[config.mk]
export PLATFORM = sky130hd
export DESIGN_NAME = vpcr_regs
export DESIGN_NICKNAME = d
export VERILOG_FILES = /design/src/logic/vpcr_pkg.sv /design/src/logic/vpcr_codec_access.sv /design/src/logic/vpcr_regs.sv
export VERILOG_INCLUDE_DIRS = /design/src /design/src/logic
export SDC_FILE = /design/constraint.sdc
export NUM_CORES = 1
export LEC_CHECK = 0
export BUFFER_PORTS_ARGS = -buffer_cell sky130_fd_sc_hd__buf_2
export CORE_ASPECT_RATIO = 0.6
export CORE_UTILIZATION = 51
export DETAILED_ROUTE_END_ITERATION = 8
export GPL_ROUTABILITY_DRIVEN = 0
export HOLD_SLACK_MARGIN = 0.02
export PLACE_DENSITY = 0.75
export SYNTH_ARGS = -nofsm -noshare
export SYNTH_HDL_FRONTEND = slang
export SYNTH_SLANG_ARGS = --single-unit
[constraint.sdc]
create_clock -name i_clk -period 2.1 [get_ports i_clk]
set_clock_uncertainty 0.2 [all_clocks]
set_input_delay 0.105 -clock i_clk [delete_from_list [all_inputs] [get_ports i_clk]]
set_output_delay 0.105 -clock i_clk [all_outputs]
set_load 0.05 [all_outputs]
[src/logic/vpcr_cfg.svh]
// Offsets, field positions, codes and reset values of the video port capture registers
`ifndef VPCR_CFG_SVH
`define VPCR_CFG_SVH

// Memory-mapped register byte addresses
`define VPCR_OFF_BUF_A 16'hFF0C
`define VPCR_OFF_BUF_B 16'hFF10
`define VPCR_OFF_IND_ADDR 16'hFF14
`define VPCR_OFF_IND_DATA 16'hFF18
`define VPCR_OFF_GP_PORT 16'hFF1C
`define VPCR_OFF_SERIAL 16'hFF20
`define VPCR_OFF_WIN_SIZE 16'hFF24
`define VPCR_OFF_DATA_OFS 16'hFF28

// I/O-space aliases of the serial register
`define VPCR_IO_SERIAL_A 8'hE2
`define VPCR_IO_SERIAL_B 8'hE8

// Field positions
`define VPCR_BUF_MSB 21
`define VPCR_IND_ADDR_MSB 20
`define VPCR_IND_KIND_LSB 21
`define VPCR_IND_KIND_MSB 23
`define VPCR_GP_OUT_MSB 3
`define VPCR_GP_IN_LSB 4
`define VPCR_GP_IN_MSB 7
`define VPCR_SER_CLK_DRIVE 0
`define VPCR_SER_DATA_DRIVE 1
`define VPCR_SER_CLK_SENSE 2
`define VPCR_SER_DATA_SENSE 3
`define VPCR_SER_GATE 4
`define VPCR_SER_MIRROR_LSB 8
`define VPCR_LOW_FIELD_MSB 11
`define VPCR_HIGH_FIELD_LSB 16
`define VPCR_HIGH_FIELD_MSB 24

// Transaction kinds towards the codec
`define VPCR_KIND_REG_WRITE 3'h0
`define VPCR_KIND_REG_READ 3'h1
`define VPCR_KIND_DATA_WRITE 3'h6

// Port modes that use the window settings
`define VPCR_MODE_VIDEO16 3'h1
`define VPCR_MODE_VIDEO8 3'h2

// Extra port clock cycles hidden in the offset and width encodings
`define VPCR_HOFF_BIAS 13'h0002
`define VPCR_WIDTH_BIAS 13'h0002

// Reset values
`define VPCR_RST_SERIAL 5'h00
`define VPCR_RST_WORD 32'h00000000

`endif

[src/logic/vpcr_pkg.sv]
// Types shared by the video port capture register block
package vpcr_pkg;

  // Capture window tracker, Gray coded along idle-skip-delay-line
  typedef enum logic [1:0] {
    VPCR_WIN_IDLE = 2'h0,
    VPCR_WIN_SKIP = 2'h1,
    VPCR_WIN_DELAY = 2'h3,
    VPCR_WIN_LINE = 2'h2
  } vpcr_win_e;

  typedef enum logic {
    VPCR_CX_IDLE = 1'h0,
    VPCR_CX_REQ = 1'h1
  } vpcr_cx_e;

  typedef struct packed {
    logic [21:0] buf_a;
    logic [21:0] buf_b;
    logic [20:0] ind_addr;
    logic [2:0] ind_kind;
    logic [31:0] ind_data;
    logic [3:0] gp_out;
    logic [3:0] gp_in;
    logic strobe_n;
    logic [4:0] serial;
    logic [11:0] line_width;
    logic [8:0] win_height;
    logic [11:0] h_offset;
    logic [8:0] v_offset;
    logic [31:0] rdata;
    logic [7:0] io_rdata;
    logic buf_sel;
    vpcr_win_e win;
    logic [12:0] tick_cnt;
    logic [8:0] vskip;
    logic [9:0] line_cnt;
  } vpcr_regs_s;

  typedef struct packed {
    vpcr_cx_e st;
    logic [20:0] addr;
    logic [2:0] kind;
    logic [31:0] wdata;
    logic [31:0] rdata;
    logic read_done;
  } vpcr_codec_s;

endpackage

[src/logic/vpcr_codec_access.sv]
// Indirect register and compressed data transactions towards the external codec
`include "vpcr_cfg.svh"

module vpcr_codec_access import vpcr_pkg::*; (
  // Clock and reset
  input wire logic i_clk,
  input wire logic i_rst_n,
  // Requests from the register bank
  input wire logic i_start,
  input wire logic i_start_fifo,
  input wire logic [20:0] i_addr,
  input wire logic [2:0] i_kind,
  input wire logic [31:0] i_wdata,
  input wire logic [31:0] i_fifo_data,
  output logic o_busy,
  output logic o_read_done,
  output logic [31:0] o_read_data,
  // Codec side
  output logic o_codec_req,
  output logic [20:0] o_codec_addr,
  output logic [2:0] o_codec_kind,
  output logic [31:0] o_codec_wdata,
  input wire logic i_codec_ack,
  input wire logic [31:0] i_codec_rdata
);

  vpcr_codec_s s_q;
  vpcr_codec_s s_d;

  always_comb begin
    s_d = s_q;
    s_d.read_done = 1'b0;
    case (s_q.st)
      VPCR_CX_IDLE: begin
        if (i_start_fifo) begin
          s_d.st = VPCR_CX_REQ;
          s_d.addr = i_addr;
          s_d.kind = `VPCR_KIND_DATA_WRITE;
          s_d.wdata = i_fifo_data;
        end else if (i_start) begin
          s_d.st = VPCR_CX_REQ;
          s_d.addr = i_addr;
          s_d.kind = i_kind;
          s_d.wdata = i_wdata;
        end
      end
      VPCR_CX_REQ: begin
        if (i_codec_ack) begin
          s_d.st = VPCR_CX_IDLE;
          if (s_q.kind == `VPCR_KIND_REG_READ) begin
            s_d.rdata = i_codec_rdata;
            s_d.read_done = 1'b1;
          end
        end
      end
      default: s_d.st = VPCR_CX_IDLE;
    endcase
  end

  always_ff @(posedge i_clk) begin
    if (!i_rst_n) begin
      s_q <= '0;
    end else begin
      s_q <= s_d;
    end
  end

  assign o_busy = (s_q.st == VPCR_CX_REQ);
  assign o_read_done = s_q.read_done;
  assign o_read_data = s_q.rdata;
  assign o_codec_req = (s_q.st == VPCR_CX_REQ);
  assign o_codec_addr = s_q.addr;
  assign o_codec_kind = s_q.kind;
  assign o_codec_wdata = s_q.wdata;

  property p_start_req;
    @(posedge i_clk) disable iff (!i_rst_n)
    (i_start && !i_start_fifo && !o_busy) |=> (o_codec_req && o_codec_addr == $past(i_addr)
      && o_codec_kind == $past(i_kind));
  endproperty
  a_start_req: assert property (p_start_req) else $error("indirect request not raised");

  property p_fifo_kind;
    @(posedge i_clk) disable iff (!i_rst_n)
    (i_start_fifo && !o_busy) |=> (o_codec_req && o_codec_kind == `VPCR_KIND_DATA_WRITE);
  endproperty
  a_fifo_kind: assert property (p_fifo_kind) else $error("fifo transaction kind wrong");

  property p_req_hold;
    @(posedge i_clk) disable iff (!i_rst_n)
    (o_codec_req && !i_codec_ack) |=> (o_codec_req && $stable(o_codec_kind) && $stable(o_codec_addr)
      && $stable(o_codec_wdata));
  endproperty
  a_req_hold: assert property (p_req_hold) else $error("codec request dropped or changed before acknowledge");

endmodule // vpcr_codec_access

[src/logic/vpcr_regs.sv]
// Video port capture register bank with port strobe, serial pins and capture window
`include "vpcr_cfg.svh"

// Contract
// - First buffer start: 22-bit, 8-byte aligned; bits 2:0 are stored and read back as written
// - Second buffer start for double buffering
// - Indirect address names codec register
// - Kind codes: write, read, data write
// - Fifo writes force data-write kind
// - Data register write starts codec sequence
// - Trigger drives low nibble, pulses strobe
// - Upper nibble latched while strobe low
// - General port exists only on PCI
// - Clock drive bit: 0 low, 1 released
// - Data drive bit: 0 low, 1 released
// - Sense bits report real pin levels
// - Gate bit enables both drive bits
// - Five mirror bits copy low bits
// - Serial register also at I/O ports
// - Height field is lines minus one
// - Window applies only in video modes
// - Line starts offset plus two later
// - Vertical offset skips leading hsyncs
// - Mode codes 001 and 010 are video
module vpcr_regs import vpcr_pkg::*; (
  // Clock and reset
  input wire logic i_clk,
  input wire logic i_rst_n,
  // Memory-mapped register port
  input wire logic i_mem_wr,
  input wire logic i_mem_rd,
  input wire logic [15:0] i_mem_addr,
  input wire logic [31:0] i_mem_wdata,
  output logic [31:0] o_mem_rdata,
  // I/O-space byte port
  input wire logic i_io_wr,
  input wire logic i_io_rd,
  input wire logic [7:0] i_io_addr,
  input wire logic [7:0] i_io_wdata,
  output logic [7:0] o_io_rdata,
  // Configuration and neighbouring controls
  input wire logic i_pci_bus,
  input wire logic [2:0] i_port_mode,
  input wire logic i_double_buffer,
  input wire logic i_strobe_trigger,
  input wire logic i_ofifo_write,
  input wire logic [31:0] i_ofifo_data,
  // Video timing
  input wire logic i_port_tick,
  input wire logic i_hsync,
  input wire logic i_vsync,
  output logic o_capture_pixel,
  output logic o_capture_line_start,
  output logic [21:0] o_capture_base,
  // Port data lines
  input wire logic [7:0] i_port_data_lines,
  output logic [3:0] o_port_data_lines,
  output logic [3:0] o_port_data_lines_oe_n,
  output logic o_port_strobe_n,
  // Serial pins
  input wire logic i_serial_clock,
  input wire logic i_serial_data,
  output logic o_serial_clock,
  output logic o_serial_clock_oe_n,
  output logic o_serial_data,
  output logic o_serial_data_oe_n,
  // Codec side
  output logic o_codec_req,
  output logic [20:0] o_codec_addr,
  output logic [2:0] o_codec_kind,
  output logic [31:0] o_codec_wdata,
  input wire logic i_codec_ack,
  input wire logic [31:0] i_codec_rdata,
  output logic o_codec_busy
);

  vpcr_regs_s s_q;
  vpcr_regs_s s_d;
  logic video_mode;
  logic ind_start;
  logic read_done;
  logic [31:0] read_word;
  logic [31:0] serial_word;
  logic io_hit;

  function automatic logic hit(input logic [15:0] addr, input logic [15:0] off);
    hit = (addr == off);
  endfunction

  function automatic logic [12:0] widen12(input logic [11:0] v);
    widen12 = {1'b0, v};
  endfunction

  ////////////////////////////////////////////////////////////////////////////
  // Decode helpers

  assign video_mode = (i_port_mode == `VPCR_MODE_VIDEO16) || (i_port_mode == `VPCR_MODE_VIDEO8);
  assign ind_start = i_mem_wr && hit(i_mem_addr, `VPCR_OFF_IND_DATA);
  assign io_hit = (i_io_addr == `VPCR_IO_SERIAL_A) || (i_io_addr == `VPCR_IO_SERIAL_B);

  always_comb begin
    serial_word = '0;
    serial_word[`VPCR_SER_CLK_DRIVE] = s_q.serial[`VPCR_SER_CLK_DRIVE];
    serial_word[`VPCR_SER_DATA_DRIVE] = s_q.serial[`VPCR_SER_DATA_DRIVE];
    serial_word[`VPCR_SER_CLK_SENSE] = i_serial_clock;
    serial_word[`VPCR_SER_DATA_SENSE] = i_serial_data;
    serial_word[`VPCR_SER_GATE] = s_q.serial[`VPCR_SER_GATE];
    serial_word[`VPCR_SER_MIRROR_LSB +: 5] = serial_word[4:0];
  end

  ////////////////////////////////////////////////////////////////////////////
  // Next state

  always_comb begin
    s_d = s_q;
    s_d.strobe_n = 1'b1;

    // Register writes, memory side and I/O side
    if (i_mem_wr) begin
      if (hit(i_mem_addr, `VPCR_OFF_BUF_A)) begin
        s_d.buf_a = i_mem_wdata[`VPCR_BUF_MSB:0];
      end else if (hit(i_mem_addr, `VPCR_OFF_BUF_B)) begin
        s_d.buf_b = i_mem_wdata[`VPCR_BUF_MSB:0];
      end else if (hit(i_mem_addr, `VPCR_OFF_IND_ADDR)) begin
        s_d.ind_addr = i_mem_wdata[`VPCR_IND_ADDR_MSB:0];
        s_d.ind_kind = i_mem_wdata[`VPCR_IND_KIND_MSB:`VPCR_IND_KIND_LSB];
      end else if (hit(i_mem_addr, `VPCR_OFF_IND_DATA)) begin
        s_d.ind_data = i_mem_wdata;
      end else if (hit(i_mem_addr, `VPCR_OFF_GP_PORT) && i_pci_bus) begin
        s_d.gp_out = i_mem_wdata[`VPCR_GP_OUT_MSB:0];
      end else if (hit(i_mem_addr, `VPCR_OFF_SERIAL)) begin
        s_d.serial = {i_mem_wdata[`VPCR_SER_GATE], 2'b00, i_mem_wdata[1:0]};
      end else if (hit(i_mem_addr, `VPCR_OFF_WIN_SIZE)) begin
        s_d.line_width = i_mem_wdata[`VPCR_LOW_FIELD_MSB:0];
        s_d.win_height = i_mem_wdata[`VPCR_HIGH_FIELD_MSB:`VPCR_HIGH_FIELD_LSB];
      end else if (hit(i_mem_addr, `VPCR_OFF_DATA_OFS)) begin
        s_d.h_offset = i_mem_wdata[`VPCR_LOW_FIELD_MSB:0];
        s_d.v_offset = i_mem_wdata[`VPCR_HIGH_FIELD_MSB:`VPCR_HIGH_FIELD_LSB];
      end
    end
    if (i_io_wr && io_hit) begin
      s_d.serial = {i_io_wdata[`VPCR_SER_GATE], 2'b00, i_io_wdata[1:0]};
    end

    if (read_done) begin
      s_d.ind_data = read_word;
    end

    if (i_strobe_trigger && i_pci_bus) begin
      s_d.strobe_n = 1'b0;
    end
    if (!s_q.strobe_n) begin
      s_d.gp_in = i_port_data_lines[`VPCR_GP_IN_MSB:`VPCR_GP_IN_LSB];
    end

    // Register reads, data returned next cycle
    // reserved bits zero
    if (i_mem_rd) begin
      if (hit(i_mem_addr, `VPCR_OFF_BUF_A)) begin
        s_d.rdata = {10'h000, s_q.buf_a};
      end else if (hit(i_mem_addr, `VPCR_OFF_BUF_B)) begin
        s_d.rdata = {10'h000, s_q.buf_b};
      end else if (hit(i_mem_addr, `VPCR_OFF_IND_ADDR)) begin
        s_d.rdata = {8'h00, s_q.ind_kind, s_q.ind_addr};
      end else if (hit(i_mem_addr, `VPCR_OFF_IND_DATA)) begin
        s_d.rdata = s_q.ind_data;
      end else if (hit(i_mem_addr, `VPCR_OFF_GP_PORT) && i_pci_bus) begin
        s_d.rdata = {24'h000000, s_q.gp_in, s_q.gp_out};
      end else if (hit(i_mem_addr, `VPCR_OFF_SERIAL)) begin
        s_d.rdata = serial_word;
      end else if (hit(i_mem_addr, `VPCR_OFF_WIN_SIZE)) begin
        s_d.rdata = {7'h00, s_q.win_height, 4'h0, s_q.line_width};
      end else if (hit(i_mem_addr, `VPCR_OFF_DATA_OFS)) begin
        s_d.rdata = {7'h00, s_q.v_offset, 4'h0, s_q.h_offset};
      end else begin
        s_d.rdata = `VPCR_RST_WORD;
      end
    end
    if (i_io_rd) begin
      s_d.io_rdata = io_hit ? serial_word[7:0] : 8'h00;
    end

    // Buffer alternation at each frame
    if (i_vsync) begin
      s_d.buf_sel = i_double_buffer ? !s_q.buf_sel : 1'b0;
    end

    // Capture window tracker
    case (s_q.win)
      VPCR_WIN_IDLE: begin
        if (i_vsync && video_mode) begin
          s_d.win = VPCR_WIN_SKIP;
          s_d.vskip = s_q.v_offset;
          s_d.line_cnt = '0;
        end
      end
      VPCR_WIN_SKIP: begin
        if (i_hsync) begin
          if (s_q.vskip != 9'h000) begin
            s_d.vskip = s_q.vskip - 9'h001;
          end else if (s_q.line_cnt > {1'b0, s_q.win_height}) begin
            s_d.win = VPCR_WIN_IDLE;
          end else begin
            s_d.win = VPCR_WIN_DELAY;
            s_d.tick_cnt = widen12(s_q.h_offset) + `VPCR_HOFF_BIAS;
          end
        end
      end
      VPCR_WIN_DELAY: begin
        if (i_port_tick) begin
          if (s_q.tick_cnt == 13'h0001) begin
            s_d.win = VPCR_WIN_LINE;
            s_d.tick_cnt = widen12(s_q.line_width) + `VPCR_WIDTH_BIAS;
          end else begin
            s_d.tick_cnt = s_q.tick_cnt - 13'h0001;
          end
        end
      end
      VPCR_WIN_LINE: begin
        if (i_port_tick) begin
          if (s_q.tick_cnt == 13'h0001) begin
            s_d.win = VPCR_WIN_SKIP;
            s_d.line_cnt = s_q.line_cnt + 10'h001;
          end else begin
            s_d.tick_cnt = s_q.tick_cnt - 13'h0001;
          end
        end
      end
      default: s_d.win = VPCR_WIN_IDLE;
    endcase
    if (!video_mode) begin
      s_d.win = VPCR_WIN_IDLE;
    end else if (i_vsync) begin
      s_d.win = VPCR_WIN_SKIP;
      s_d.vskip = s_q.v_offset;
      s_d.line_cnt = '0;
    end
  end

  always_ff @(posedge i_clk) begin
    if (!i_rst_n) begin
      s_q <= '0;
      s_q.strobe_n <= 1'b1;
      s_q.serial <= `VPCR_RST_SERIAL;
      s_q.win <= VPCR_WIN_IDLE;
    end else begin
      s_q <= s_d;
    end
  end

  ////////////////////////////////////////////////////////////////////////////
  // Codec sequencer

  vpcr_codec_access u_codec (
    .i_clk(i_clk),
    .i_rst_n(i_rst_n),
    .i_start(ind_start),
    .i_start_fifo(i_ofifo_write),
    .i_addr(s_q.ind_addr),
    .i_kind(s_q.ind_kind),
    .i_wdata(i_mem_wdata),
    .i_fifo_data(i_ofifo_data),
    .o_busy(o_codec_busy),
    .o_read_done(read_done),
    .o_read_data(read_word),
    .o_codec_req(o_codec_req),
    .o_codec_addr(o_codec_addr),
    .o_codec_kind(o_codec_kind),
    .o_codec_wdata(o_codec_wdata),
    .i_codec_ack(i_codec_ack),
    .i_codec_rdata(i_codec_rdata)
  );

  ////////////////////////////////////////////////////////////////////////////
  // Outputs

  assign o_mem_rdata = s_q.rdata;
  assign o_io_rdata = s_q.io_rdata;
  assign o_port_strobe_n = s_q.strobe_n;
  assign o_port_data_lines = s_q.gp_out;
  assign o_port_data_lines_oe_n = {4{s_q.strobe_n}};
  assign o_serial_clock = 1'b0;
  assign o_serial_clock_oe_n = !(s_q.serial[`VPCR_SER_GATE] && !s_q.serial[`VPCR_SER_CLK_DRIVE]);
  assign o_serial_data = 1'b0;
  assign o_serial_data_oe_n = !(s_q.serial[`VPCR_SER_GATE] && !s_q.serial[`VPCR_SER_DATA_DRIVE]);
  assign o_capture_pixel = video_mode ? (s_q.win == VPCR_WIN_LINE) && i_port_tick : i_port_tick;
  assign o_capture_line_start = (s_q.win == VPCR_WIN_DELAY) && (s_d.win == VPCR_WIN_LINE);
  assign o_capture_base = s_q.buf_sel ? s_q.buf_b : s_q.buf_a;

  ////////////////////////////////////////////////////////////////////////////
  // Checks

  property p_strobe;
    @(posedge i_clk) disable iff (!i_rst_n)
    (i_strobe_trigger && i_pci_bus) |=> (!o_port_strobe_n && o_port_data_lines_oe_n == 4'h0) ##1 o_port_strobe_n;
  endproperty
  a_strobe: assert property (p_strobe) else $error("strobe not pulsed");

  property p_latch;
    @(posedge i_clk) disable iff (!i_rst_n)
    !o_port_strobe_n |=> s_q.gp_in == $past(i_port_data_lines[7:4]);
  endproperty
  a_latch: assert property (p_latch) else $error("input nibble not latched");

  property p_pci_only;
    @(posedge i_clk) disable iff (!i_rst_n)
    !i_pci_bus |=> !$fell(o_port_strobe_n);
  endproperty
  a_pci_only: assert property (p_pci_only) else $error("strobe without PCI");

  property p_gate;
    @(posedge i_clk) disable iff (!i_rst_n)
    !s_q.serial[4] |-> o_serial_clock_oe_n && o_serial_data_oe_n;
  endproperty
  a_gate: assert property (p_gate) else $error("serial pin driven while gated");

  property p_sense;
    @(posedge i_clk) disable iff (!i_rst_n)
    (i_mem_rd && i_mem_addr == `VPCR_OFF_SERIAL) |=> o_mem_rdata[3] == $past(i_serial_data)
      && o_mem_rdata[2] == $past(i_serial_clock)
      && o_mem_rdata[12:8] == o_mem_rdata[4:0];
  endproperty
  a_sense: assert property (p_sense) else $error("serial read back wrong");

  property p_readback;
    @(posedge i_clk) disable iff (!i_rst_n)
    read_done |=> s_q.ind_data == $past(read_word);
  endproperty
  a_readback: assert property (p_readback) else $error("codec read word lost");

  property p_mode;
    @(posedge i_clk) disable iff (!i_rst_n)
    !video_mode |=> s_q.win == VPCR_WIN_IDLE || video_mode;
  endproperty
  a_mode: assert property (p_mode) else $error("window active outside video mode");

endmodule // vpcr_regs

Word-level counts from Yosys, hierarchy flattened
Index checks and enable logic that the tools add are counted.
{ "word_totals": {"register_bits": 319, "in_bits": 155, "output_inout_bits": 135, "wordCells": 169} }
{ "classes": {"n_eq_ne": 32, "magnitude_cmp": 1, "reduce_logical": 36, "bitwise_logic": 8, "addsub": 5, "n_mux": 61} }
{ "op_table": {"columns": ["op", "n"], "rows": [
  ["$mux W47", 6],
  ["$mux W32", 6],
  ["$mux W36", 4],
  ["$eq A16 B16 Y1 const B", 8],
  ["$mux W57", 2],
  ["$mux W25", 4],
  ["$mux W21", 3],
  ["$mux W19", 3],
  ["$mux W15", 3],
  ["$mux W42", 1],
  ["$mux W13", 3],
  ["$pmux W13 S3", 1],
  ["$add A12 B2 Y13 const B", 2],
  ["$mux W24", 1],
  ["$mux W22", 1],
  ["$mux W10", 2],
  ["$pmux W10 S2", 1],
  ["$pmux W9 S2", 1],
  ["$eq A8 B8 Y1 const B", 2],
  ["$ne A2 B1 Y1 const B", 8],
  ["$mux W5", 3],
  ["$reduce_and A7 Y1", 2],
  ["$eq A13 B1 Y1 const B", 1],
  ["$sub A13 B1 Y13 const B", 1],
  ["29 further kinds", 74]
]} }

Logic depth before layout (Yosys ltp)
Gate-level depths: netlist of the first run.
{ "depth": {"depth_word": 11, "ltp_mapped": 9} }

Modules after synthesis
From an unflattened synthesis of the first run, not the netlist that was laid out.
{ "unflattened": {"hier_cells": 1759, "area_unflattened_um2": 14910.6} }
{ "modules_own_cells": {"columns": ["mod", "seq_area_each_um2", "cells_per_inst", "n_inst", "area_per_inst_um2"], "rows": [
  ["vpcr_regs", 4524.3, 1360, 1, 11380.9],
  ["vpcr_codec_access", 1801.7, 399, 1, 3529.6]
]} }

Worst setup path before layout of the first run
No wires, ideal clock.
{ "synth_timing": {"path_kind": "register to output", "from": "reg s_q[21] (netlist name)", "to": "out o_capture_line_start", "path_stages_with_launch": 7, "required_ps": 1795, "t_arrival_ps": 2432, "path_slack_ps": -637, "path_buffers": 0, "cell_sequence": "dfxtp_1 nor4_2 nand4_4 o21a_1 o21ai_0 o211ai_1 nor2_1"} }
{ "synth_between": {"elab_chain_len": 8} }
{ "synth_rtl": {"columns": ["item", "line_no", "source"], "rows": [
  ["from (decl)", "vpcr_regs.sv:77", "vpcr_regs_s s_q;"],
  ["$eq A13 B1 Y1 *", "vpcr_regs.sv:211, vpcr_regs.sv:221", null],
  ["$mux W2 (on tied branches)", "vpcr_regs.sv:221, vpcr_regs.sv:211", null],
  ["$mux W15 (on tied branches)", "vpcr_regs.sv:220, vpcr_regs.sv:210", null],
  ["$pmux W2 S4 *", "vpcr_regs.sv:189", "case (s_q.win)"],
  ["$mux W2 *", "vpcr_regs.sv:233", "end else if (i_vsync) begin"],
  ["$mux W2 *", "vpcr_regs.sv:231", "if (!video_mode) begin"],
  ["$eq A2 B2 Y1 *", "vpcr_regs.sv:287", "assign o_capture_line_start = (s_q.win == VPCR_WIN_DELAY) && (s_d.win == VPCR_WIN_LINE);"],
  ["$logic_and A1 B1 Y1 *", "vpcr_regs.sv:287", null],
  ["to (decl)", "vpcr_regs.sv:53", "output logic o_capture_line_start,"]
]} }
Every way passes the cells marked *; elsewhere a longest branch is shown, timed or not. The select of a mux whose other input is x is not followed.

Worst setup path in the final report of the first run
{ "layout_timing": {"from": "reg s_q[103] (netlist name)", "to": "out o_capture_line_start"} }
{ "layout_between": {"elab_chain_len": 9} }
{ "layout_rtl": {"columns": ["item", "line_no", "source"], "rows": [
  ["$gt A10 B9 Y1", "vpcr_regs.sv:201", "end else if (s_q.line_cnt > {1'b0, s_q.win_height}) begin"],
  ["$mux W2", "vpcr_regs.sv:201", null],
  ["$mux W15", "vpcr_regs.sv:199", "if (s_q.vskip != 9'h000) begin"],
  ["$mux W24", "vpcr_regs.sv:198", "if (i_hsync) begin"],
  ["$pmux W2 S4", "vpcr_regs.sv:189", null],
  ["$mux W2", "vpcr_regs.sv:233", null],
  ["$mux W2", "vpcr_regs.sv:231", null],
  ["$eq A2 B2 Y1", "vpcr_regs.sv:287", null],
  ["$logic_and A1 B1 Y1", "vpcr_regs.sv:287", null]
]} }
No other way between the ends. The select of a mux whose other input is x is not followed.

==> parameters.txt, run 1 <==
Parameter                              Value

Clock tree
  H-tree level count    1
  Bufs on Longest Clock Path    3
  Register clock-pin slew on the reported worst setup and hold paths    0.07 ns
  Number of sinks on the clock net    316
  CTS Root Cell    sky130_fd_sc_hd__clkbuf_16
  TritonCTS clock tree    done
  CTS buffer count    29
  Clock latency on the worst-skew pair    0.57 ns

Global routing
  Global-route usage over all layers    0.355
  Antenna violations before repair    3
  Grt ovf    0
  Vias in the first global route    15400
  Global-route wire length before repair    85200 um
  Maximum number of pins on one net before global-route repair    127

STA
  Unrepaired setup endpoints after global routing    true
  Slew margin rel.    0.546
  Final setup violation count    18
  Min cycle time layout    2.74 ns
  Final Max Slew Viols    0
  Maximum clock frequency    365 MHz
  Post-route worst setup slack    -0.639 ns
  Actual slew at the worst max-slew pin    0.664 ns
  Final clock period utilization by the worst path    1.30
  Final hold violation count    0

Placement
  DPL Wire Length    37400 um
  Place WS    -0.399 ns
  Placed Area    18000 um2
  Port buffer count    275

Floorplan
  I/O pins    290
  Core Region    29200 um2
  Vertical extent of the die    136 um
  Overall die area    30800 um2
  Starting Density    0.526
  Cell Rows    48
  Horizontal die dimension    226 um

Critical path
  Largest fanout of any net on the critical path    2
  Required time worst endpoint    1.79 ns
  Number of cells traversed by the worst register-to-register path    10
  Worst Setup End Kind    output pin
  Source of the worst register-to-register timing path    s_q[100]
  Worst path arrival time    2.43 ns
  Worst R2R Setup Slack    -0.43 ns
  Terminus of the critical flop-to-flop path    s_q[29]
  Setup crit start kind    flop
  Critical setup path kind    reg -> out

Worst hold path
  Worst hold path depth    7
  Hold WC Path Type    in -> reg
  Hold EP    s_q[118]
  Startpoint of the tightest hold check path    i_io_addr[7]

Routing
  Total via count after detailed routing    16200
  WL per Instance    20.6 um
  Avg Vias per Cell    5.97
  DR pass1 iterations    8
  DRT antenna net count    0
  Initial DRC count    1986
  Routed wire length    55700 um
  DRC violations left    0

Synthesis
  Post-Synthesis Mean Instance Area    8.35 um2
  Sequential element share of the synthesized area    0.412
  Post-synthesis async set-or-reset flop share    0
  Top-area cell type share of the netlist area    0.412
  Post-synthesis cell count    1839
  List of most frequent post-synthesis cells    sky130_fd_sc_hd__nand2_1, sky130_fd_sc_hd__dfxtp_1, sky130_fd_sc_hd__a21boi_0
  Most frequent cell after synthesis    sky130_fd_sc_hd__nand2_1
  Synth top area cells    sky130_fd_sc_hd__dfxtp_1, sky130_fd_sc_hd__nand2_1, sky130_fd_sc_hd__a21boi_0
  Number of distinct library cells after synthesis    74
  Post-synthesis register bit count    316
  EDFF count, synth    0
  Count of yosys warnings during synthesis    0
  Primary flip-flop cell chosen by synthesis mapping    sky130_fd_sc_hd__dfxtp_1
  Synthesized cell area    15400 um2
  Area leader, netlist    sky130_fd_sc_hd__dfxtp_1

Final layout
  Post-Layout Inst Area    20700 um2
  Area growth, synth to finish    34.7%
  Count of nets after finishing    2452
  Fraction of layout instances using a drive strength above 1    0.283

Job
  Number of max-capacitance violations reported    0

Power
  Worst-case vdd ir drop    0.000664 V
  Logic gate share of total power    0.125
  Leak pwr    8.55 nW
  Part of the total power dissipated in the clock network    0.411
  Sequential group share of total power    0.465
  P_int    0.00983 W
  Switching pwr    0.00341 W
  Power Dens Cells    640 nW/um2
  Fraction of power spent switching nets    0.258

Status
  Result of the run    finished, violations left
  Violated checks    setup timing
==> power groups by stage <==
stage	logic, W	registers, W	clock network, W
2_1_floorplan	0.000641	0.00646	0
3_3_place_gp	0.00134	0.00628	0
3_5_place_dp	0.00136	0.00628	0
4_1_cts	0.00156	0.00615	0.00545
5_1_grt	0.00173	0.00616	0.00571
6_report	0.00165	0.00615	0.00544
==> cell families (layout without fill, tap and decap cells) <==
family                     Yosys count  count (layout)  share of synthesized area
AOI/OAI and AO/OA                  483             483                      0.232
xor gates and xnor gates            42              42                     0.0239
adders and majority gates           15              15                     0.0122
buffers and inverters              236             695                     0.0757
DFF                                316             316                      0.412
muxes                               39              39                     0.0273
other                                1               9                   0.000244
and+or+nand+nor                    707             708                      0.217
==> worst max-delay path: stages (launching register included) <==
cell and delay [ns]:
sky130_fd_sc_hd__dfxtp_2 0.33, sky130_fd_sc_hd__inv_2 0.08, sky130_fd_sc_hd__ha_4 0.20, sky130_fd_sc_hd__a21o_1 0.18, sky130_fd_sc_hd__a211oi_2 0.21, sky130_fd_sc_hd__and4_4 0.28, sky130_fd_sc_hd__a211oi_4 0.05, sky130_fd_sc_hd__o211ai_1 0.19
sky130_fd_sc_hd__buf_4 0.17, sky130_fd_sc_hd__nor2_4 0.04, sky130_fd_sc_hd__buf_8 0.14
==> layout make-up <==
type / instances / area, um2
fillers: 2173 / 8500
multi-input cells: 1292 / 8210
flip-flops and latches: 316 / 6340
inverters: 47 / 176
clock inverters: 8 / 96.3
diodes: 4 / 10.0
clock buffers: 44 / 862
repair buffers: 596 / 4490
well taps: 400 / 500
==> layer usage <==
metal	GRT usage	routed length, um	part of all wire
met4	0.140	2280	0.041
met3	0.0834	5320	0.095
met5	0.00323	14	0.00025
met1	0.481	23700	0.42
met2	0.547	24500	0.44
==> registers in the layout (all words and copies together), names as in the netlist, 3 cells and up <==
name,flops
u_codec.o_codec_addr,21
o_mem_rdata,32
s_q,184
o_io_rdata,5
u_codec.o_read_data,32
u_codec.o_codec_kind,3
o_port_data_lines,4
u_codec.o_codec_wdata,32
==> cell usage in the layout (no fill, tap or decap), types with 6 or more instances in the layout <==
cell type / count
sky130_fd_sc_hd__nor2b_1: 20
sky130_fd_sc_hd__clkbuf_8: 8
sky130_fd_sc_hd__buf_4: 163
sky130_fd_sc_hd__a21boi_0: 142
sky130_fd_sc_hd__nand3_1: 28
sky130_fd_sc_hd__ha_1: 9
sky130_fd_sc_hd__a21oi_1: 57
sky130_fd_sc_hd__xnor2_1: 22
sky130_fd_sc_hd__nor3_1: 43
sky130_fd_sc_hd__a22oi_1: 78
sky130_fd_sc_hd__xor2_1: 19
sky130_fd_sc_hd__o22ai_1: 10
sky130_fd_sc_hd__a221oi_1: 13
sky130_fd_sc_hd__o21ai_0: 38
sky130_fd_sc_hd__buf_6: 8
sky130_fd_sc_hd__o211a_1: 10
sky130_fd_sc_hd__mux2_2: 23
sky130_fd_sc_hd__buf_2: 270
sky130_fd_sc_hd__dlygate4sd3_1: 129
sky130_fd_sc_hd__a31oi_1: 6
sky130_fd_sc_hd__nand2_1: 457
sky130_fd_sc_hd__dfxtp_1: 304
sky130_fd_sc_hd__o221a_2: 34
sky130_fd_sc_hd__nor2_1: 24
sky130_fd_sc_hd__and3_1: 15
sky130_fd_sc_hd__inv_1: 42
sky130_fd_sc_hd__dfxtp_2: 11
sky130_fd_sc_hd__o21ai_1: 12
sky130_fd_sc_hd__a211oi_1: 8
sky130_fd_sc_hd__buf_12: 22
sky130_fd_sc_hd__a21boi_1: 28
sky130_fd_sc_hd__and2_1: 8
sky130_fd_sc_hd__nand2b_1: 11
sky130_fd_sc_hd__clkbuf_16: 30
sky130_fd_sc_hd__mux2i_1: 16
sky130_fd_sc_hd__nand4_1: 23
sky130_fd_sc_hd__and4_1: 6
sky130_fd_sc_hd__nor4_4: 8
sky130_fd_sc_hd__clkbuf_1: 7
==> timing repair <==
item | 4_1_cts | 5_1_grt
hold buffers | 126 | 5
gates resized for setup | 26 | 35
endpoints found under the setup margin | 45 | 70
gates cloned | 2 | 1
pin swaps | 14 | 19
setup buffers | 10 | 7
endpoints found under the hold margin | 262 | 9
==> per-stage QoR <==
stage | util | hold WS [ns] | power, W | std cells | setup TNS [ns]
after floorplan | - | -0.0232 | 0.00711 | 1843 | -0.681
after global placement | 0.618 | 0.0956 | 0.00762 | 2504 | -44.42
after detailed placement | 0.618 | 0.0990 | 0.00764 | 2504 | -59.75
after CTS | 0.701 | 0.0523 | 0.0132 | 2694 | -5.58
after global routing | 0.709 | 0.0923 | 0.0136 | 2704 | -6.82
final | 0.709 | 0.0522 | 0.0132 | 2707 | -5.48
==> worst max path at each step <==
| stage | from | end | slack (ns) |
|---|---|---|---|
| detailed placement | i_mem_addr[2] | s_q[148] | -0.40 |
| CTS | s_q[101] | o_capture_line_start | -0.69 |
| global route | s_q[100] | o_capture_line_start | -0.74 |
| finish | s_q[103] | o_capture_line_start | -0.64 |
| global placement | i_mem_addr[2] | s_q[152] | -0.31 |
| floorplan | s_q[25] | o_capture_line_start | -0.07 |
(Power assumes the default switching activity.)
==> run 2, diff against run 1 <==
--- a/config.mk
+++ b/config.mk
@@ -8,11 +8,12 @@
 export LEC_CHECK = 0
 export BUFFER_PORTS_ARGS = -buffer_cell sky130_fd_sc_hd__buf_2
 export CORE_ASPECT_RATIO = 0.6
-export CORE_UTILIZATION = 51
+export CORE_UTILIZATION = 30
 export DETAILED_ROUTE_END_ITERATION = 8
 export GPL_ROUTABILITY_DRIVEN = 0
 export HOLD_SLACK_MARGIN = 0.02
-export PLACE_DENSITY = 0.75
+export PLACE_DENSITY = 0.48
+export SLEW_MARGIN = 10
 export SYNTH_ARGS = -nofsm -noshare
 export SYNTH_HDL_FRONTEND = slang
 export SYNTH_SLANG_ARGS = --single-unit
==> parameters.txt, run 2 (synthesized netlist as in run 1, its figures left out) <==
Parameter                              Value

Status
  Result of the run    finished, violations left
  Violated checks    hold timing, setup timing

Routing
  Routed wire length    58700 um (+5.3%)
  Metal2 WL    25700 um (+5.1%)
  Total via count after detailed routing    15300 (-5.5%)
  DRT antenna net count    0 (unchanged)
  Initial DRC count    1243 (-37%)
  DRC violations left    0 (unchanged)
  Avg Vias per Cell    5.08 (-15%)
  DR pass1 iterations    5 (-3)
  WL per Instance    19.5 um (-5.3%)
  Detailed-route wire length on metal 1    28600 um (+21%)
  Routed wire length on met3    3300 um (-38%)
  Highest metal used    met5

Global routing
  Antenna violations before repair    1 (-2)
  Grt ovf    0 (unchanged)
  Maximum number of pins on one net before global-route repair    80 (-37%)
  Vias in the first global route    15000 (-2.2%)
  Global-route usage over all layers    0.219 (-0.137)
  Global-route wire length before repair    88100 um (+3.3%)

Placement
  DPL Wire Length    42500 um (+14%)
  Port buffer count    275 (unchanged)

Floorplan
  Overall die area    52100 um2 (+69%)
  Cell Rows    63 (+31%)
  Starting Density    0.307 (-0.219)
  Core Region    50000 um2 (+71%)
  Vertical extent of the die    177 um (+30%)
  Horizontal die dimension    294 um (+30%)
  I/O pins    290 (unchanged)

Clock tree
  Number of sinks on the clock net    316 (unchanged)
  CTS buffer count    34 (+17%)
  Clock latency on the worst-skew pair    0.53 ns (-0.04 ns)
  TritonCTS clock tree    done
  Bufs on Longest Clock Path    3 (unchanged)
  Register clock-pin slew on the reported worst setup and hold paths    0.06 ns (about the same)
  H-tree level count    2 (+1)
  CTS Root Cell    sky130_fd_sc_hd__clkbuf_16

Worst hold path
  Worst hold path depth    6 (-1)
  Hold WC Path Type    in -> reg

Job
  Number of max-capacitance violations reported    0 (unchanged)

STA
  Final clock period utilization by the worst path    1.27 (-0.0332)
  Final Max Slew Viols    0 (unchanged)
  Final setup violation count    17 (-1)
  Actual slew at the worst max-slew pin    0.941 ns (+0.277 ns)
  Maximum clock frequency    375 MHz (+2.6%)
  Post-route worst setup slack    -0.569 ns (+0.0698 ns)
  Final worst hold slack    -0.0356 ns (-0.0878 ns)
  Unrepaired setup endpoints after global routing    true
  Slew margin rel.    0.357 (-0.189)
  Aggregate negative setup slack    -6.34 ns (-0.853 ns)
  Final hold violation count    1 (+1)
  Min cycle time layout    2.67 ns (-0.0698 ns)

Critical path
  Crit-path leading delay family    compound AO/OA/AOI/OAI gates
  Largest stage delay, worst path    0.36 ns (+0.03 ns)
  Required time worst endpoint    1.79 ns (about the same)
  Worst Setup End Kind    output pin
  Number of buffer and inverter instances along the worst setup path    1 (-2)
  Number of cells traversed by the worst register-to-register path    10 (unchanged)
  Worst path arrival time    2.36 ns (-0.07 ns)
  Largest fanout of any net on the critical path    2 (unchanged)
  Count of cell instances traversed by the critical path    8 (-2)
  Setup crit start kind    flop
  Crit path cell chain    ha_4 -> a21o_1 -> a211oi_2 -> and4_4 -> a211oi_4 -> o211ai_1 -> nor2_4 -> buf_12
  Critical path's slowest cell    sky130_fd_sc_hd__dfxtp_4
  Critical setup path kind    reg -> out

Final layout
  Fraction of layout instances using a drive strength above 1    0.288 (+0.00537)
  Largest register by flop count    s_q
  Area growth, synth to finish    38.8%
  Most common cell after layout, fill and taps aside    sky130_fd_sc_hd__nand2_1
  Count of nets after finishing    2474 (+0.90%)
  Leading cell types in the layout, fill and taps excluded    sky130_fd_sc_hd__nand2_1, sky130_fd_sc_hd__dfxtp_1, sky130_fd_sc_hd__buf_2, sky130_fd_sc_hd__buf_4, sky130_fd_sc_hd__a21boi_0
  Flip-flop count of the largest register after layout    184 (unchanged)

Power
  Leak pwr    8.72 nW (+2.0%)
  Power Dens Cells    653 nW/um2 (+2.1%)
  Worst-case vdd ir drop    0.000412 V (-38%)
-- run 2: worst paths after layout --
kind | start | slack [ns] | end
max | s_q[7] | -0.57 | o_capture_line_start
min | i_io_addr[4] | -0.04 | o_io_rdata[4]
max reg2reg | s_q[101] | -0.51 | s_q[30]
min reg2reg | s_q[143] | 0.23 | s_q[143]
-- run 2: power breakdown --
part           total (W)  internal [W]  switching [W]
Sequential       0.00615       0.00608      0.0000691
Combinational    0.00161      0.000669       0.000945
Clock            0.00617       0.00358        0.00259
Total             0.0139        0.0103        0.00360
-- run 2: metal layers --
layer	global-route usage	up-vias
met5	0.0103	-
met4	0.0488	4
met3	0.0344	77
met2	0.340	453
met1	0.315	7407
li1	-	7344
-- run 2: through the flow --
stage	utilization	total power, W	cell area, um2	setup slack, ns	std cells
4_1_cts	0.422	0.0141	21100	-0.664	2995
3_3_place_gp	0.370	0.00766	18500	-0.509	2799
3_5_place_dp	0.370	0.00768	18500	-0.447	2799
5_1_grt	0.427	0.0144	21300	-0.677	3008
6_report	0.427	0.0139	21300	-0.569	3009
2_1_floorplan	-	0.00711	15500	-0.0722	1843
-- run 2: repair_timing --
item / 4_1_cts / 5_1_grt
pin swaps: 11 / 17
gates cloned: 1 / 2
gates resized for setup: 18 / 39
endpoints found under the setup margin: 23 / 38
setup buffers: 4 / 11
endpoints found under the hold margin: 265 / 7
hold buffers: 134 / 2
-- run 2: cell type report --
cell class	count	area, um2
diodes	1	2.50
clock inverters	10	108
flip-flops and latches	316	6350
repair buffers	613	4620
clock buffers	48	1000
inverters	47	176
multi-input cells	1292	8210
fillers	5010	28600
well taps	682	853
-- run 2: worst register-to-register path, cell delays in order, from the launching register on --
cell	delay (ns)
sky130_fd_sc_hd__dfxtp_2	0.33
sky130_fd_sc_hd__inv_2	0.04
sky130_fd_sc_hd__ha_4	0.26
sky130_fd_sc_hd__and4_4	0.24
sky130_fd_sc_hd__o21ai_2	0.06
sky130_fd_sc_hd__and4_4	0.18
sky130_fd_sc_hd__buf_6	0.11
sky130_fd_sc_hd__buf_6	0.10
sky130_fd_sc_hd__a2111o_1	0.44
sky130_fd_sc_hd__and2_4	0.28
sky130_fd_sc_hd__o221a_4	0.26
==> run 3, diff against run 2 <==
--- a/config.mk
+++ b/config.mk
@@ -12,6 +12,7 @@
 export DETAILED_ROUTE_END_ITERATION = 8
 export GPL_ROUTABILITY_DRIVEN = 0
 export HOLD_SLACK_MARGIN = 0.02
+export MAX_ROUTING_LAYER = met4
 export PLACE_DENSITY = 0.48
 export SLEW_MARGIN = 10
 export SYNTH_ARGS = -nofsm -noshare
==> parameters.txt, run 3 (synthesized netlist as in run 1, its figures left out) <==
Parameter                              Value

Status
  Result of the run    finished, violations left
  Violated checks    hold timing, setup timing

STA
  Unrepaired setup endpoints after global routing    true
  Final clock period utilization by the worst path    1.28 (+0.00462)
  Final Max Slew Viols    0 (unchanged)
  Actual slew at the worst max-slew pin    0.904 ns (-0.0363 ns)
  Aggregate negative setup slack    -6.13 ns (+0.209 ns)
  Post-route worst setup slack    -0.579 ns (-0.00971 ns)
  Slew margin rel.    0.382 (+0.0248)
  Maximum clock frequency    373 MHz (-0.36%)
  Final setup violation count    17 (unchanged)
  Final hold violation count    1 (unchanged)
  Final worst hold slack    -0.0398 ns (-0.00422 ns)
  Min cycle time layout    2.68 ns (+0.00971 ns)

Routing
  Routed wire length    58700 um (about the same)
  DR pass1 iterations    5 (unchanged)
  WL per Instance    19.5 um (about the same)
  Initial DRC count    1155 (-7.1%)
  DRC violations left    0 (unchanged)
  Total via count after detailed routing    15300 (-0.12%)
  Avg Vias per Cell    5.07 (-0.15%)
  DRT antenna net count    0 (unchanged)

Critical path
  Worst path arrival time    2.37 ns (about the same)
  Setup crit start kind    flop
  Worst Setup End Kind    output pin
  Required time worst endpoint    1.79 ns (about the same)
  Largest fanout of any net on the critical path    2 (unchanged)
  Critical setup path kind    reg -> out
  Worst R2R Setup Slack    -0.49 ns (+0.02 ns)

Global routing
  Grt ovf    0 (unchanged)
  Vias in the first global route    15000 (-0.080%)
  Antenna violations before repair    1 (unchanged)
  Global-route wire length before repair    88000 um (about the same)
  Maximum number of pins on one net before global-route repair    80 (unchanged)
  Global-route usage over all layers    0.225 (+0.00645)

Clock tree
  TritonCTS clock tree    done
  Register clock-pin slew on the reported worst setup and hold paths    0.06 ns (about the same)
  Number of sinks on the clock net    316 (unchanged)
  H-tree level count    2 (unchanged)
  CTS buffer count    34 (unchanged)
  CTS Root Cell    sky130_fd_sc_hd__clkbuf_16
  Clock latency on the worst-skew pair    0.53 ns (about the same)
  Bufs on Longest Clock Path    3 (unchanged)

Floorplan
  Core Region    50000 um2 (unchanged)
  Starting Density    0.307 (unchanged)
  Vertical extent of the die    177 um (unchanged)
  Cell Rows    63 (unchanged)
  Horizontal die dimension    294 um (unchanged)
  I/O pins    290 (unchanged)
  Overall die area    52100 um2 (unchanged)

Final layout
  Number of fill cells    5008 (-0.040%)
  Utilization of the core after routing    0.427 (unchanged)
  Most common cell after layout, fill and taps aside    sky130_fd_sc_hd__nand2_1
  Count of nets after finishing    2474 (unchanged)
  Fraction of layout instances using a drive strength above 1    0.288 (-0.000430)
  Area growth, synth to finish    38.8% (unchanged)
  Largest register by flop count    s_q
  Flip-flop count of the largest register after layout    184 (unchanged)
  Leading cell types in the layout, fill and taps excluded    sky130_fd_sc_hd__nand2_1, sky130_fd_sc_hd__dfxtp_1, sky130_fd_sc_hd__buf_2, sky130_fd_sc_hd__buf_4, sky130_fd_sc_hd__a21boi_0

Placement
  Port buffer count    275 (unchanged)
  DPL Wire Length    42500 um (unchanged)

Worst hold path
  Hold WC Path Type    in -> reg

Power
  Leak pwr    8.72 nW (about the same)
  Power Dens Cells    653 nW/um2 (about the same)
  Worst-case vdd ir drop    0.000411 V (-0.19%)

Job
  Number of max-capacitance violations reported    0 (unchanged)
[run 3: area by class of cell]
type | instances | area (um2) | area share
diodes | 2 | 5.00 | 0.000235
clock buffers | 48 | 1000 | 0.0471
flip-flops and latches | 316 | 6350 | 0.298
repair buffers | 613 | 4620 | 0.217
multi-input cells | 1292 | 8210 | 0.385
well taps | 682 | 853 | 0.0400
clock inverters | 10 | 108 | 0.00505
inverters | 47 | 176 | 0.00827
[run 3: final timing paths]
check                     from                   end  depth (start not counted)
setup / recovery       s_q[98]  o_capture_line_start                         10
hold / removal    i_io_addr[4]         o_io_rdata[4]                          6
setup reg to reg      s_q[101]               s_q[30]                         10
hold reg to reg       s_q[143]              s_q[143]                          2
[run 3: stage by stage]
stage | total power (W) | instances | setup WS [ns] | cell area, um2
2_1_floorplan | 0.00711 | 1843 | -0.0722 | 15500
3_3_place_gp | 0.00766 | 2799 | -0.509 | 18500
3_5_place_dp | 0.00768 | 2799 | -0.447 | 18500
4_1_cts | 0.0141 | 2995 | -0.664 | 21100
5_1_grt | 0.0144 | 3009 | -0.677 | 21300
6_report | 0.0139 | 3010 | -0.579 | 21300
[run 3: metal layers]
layer,up-vias,wire length (um),GRT usage
met5,-,0,-
met4,0,960,0.0486
met3,74,3120,0.0322
met2,445,25800,0.341
met1,7400,28800,0.316
li1,7348,-,-
[run 3: where the power goes]
part / total (W) / leakage, nW / internal [W] / switching (W)
Combinational: 0.00161 / 5.60 / 0.000669 / 0.000943
Sequential: 0.00615 / 2.56 / 0.00608 / 0.0000688
Clock: 0.00617 / 0.556 / 0.00358 / 0.00258
[run 3: repair_timing]
action                                  in CTS  in global routing
gates resized for setup                     18                 38
hold endpoints to repair                   265                  7
gates cloned                                 1                  2
endpoints found under the setup margin      23                 38
setup buffers                                4                 11
pin swaps                                   11                 16
hold buffers                               134                  2
[run 3: critical path, stage by stage (launching register included)]
cell and delay [ns]:
sky130_fd_sc_hd__dfxtp_2 0.33, sky130_fd_sc_hd__inv_1 0.04, sky130_fd_sc_hd__ha_1 0.27, sky130_fd_sc_hd__and4_4 0.16
sky130_fd_sc_hd__nand3_1 0.08, sky130_fd_sc_hd__nor2_1 0.05, sky130_fd_sc_hd__buf_4 0.14, sky130_fd_sc_hd__a211oi_4 0.27
sky130_fd_sc_hd__o211ai_1 0.20, sky130_fd_sc_hd__nor2_4 0.16, sky130_fd_sc_hd__buf_12 0.14
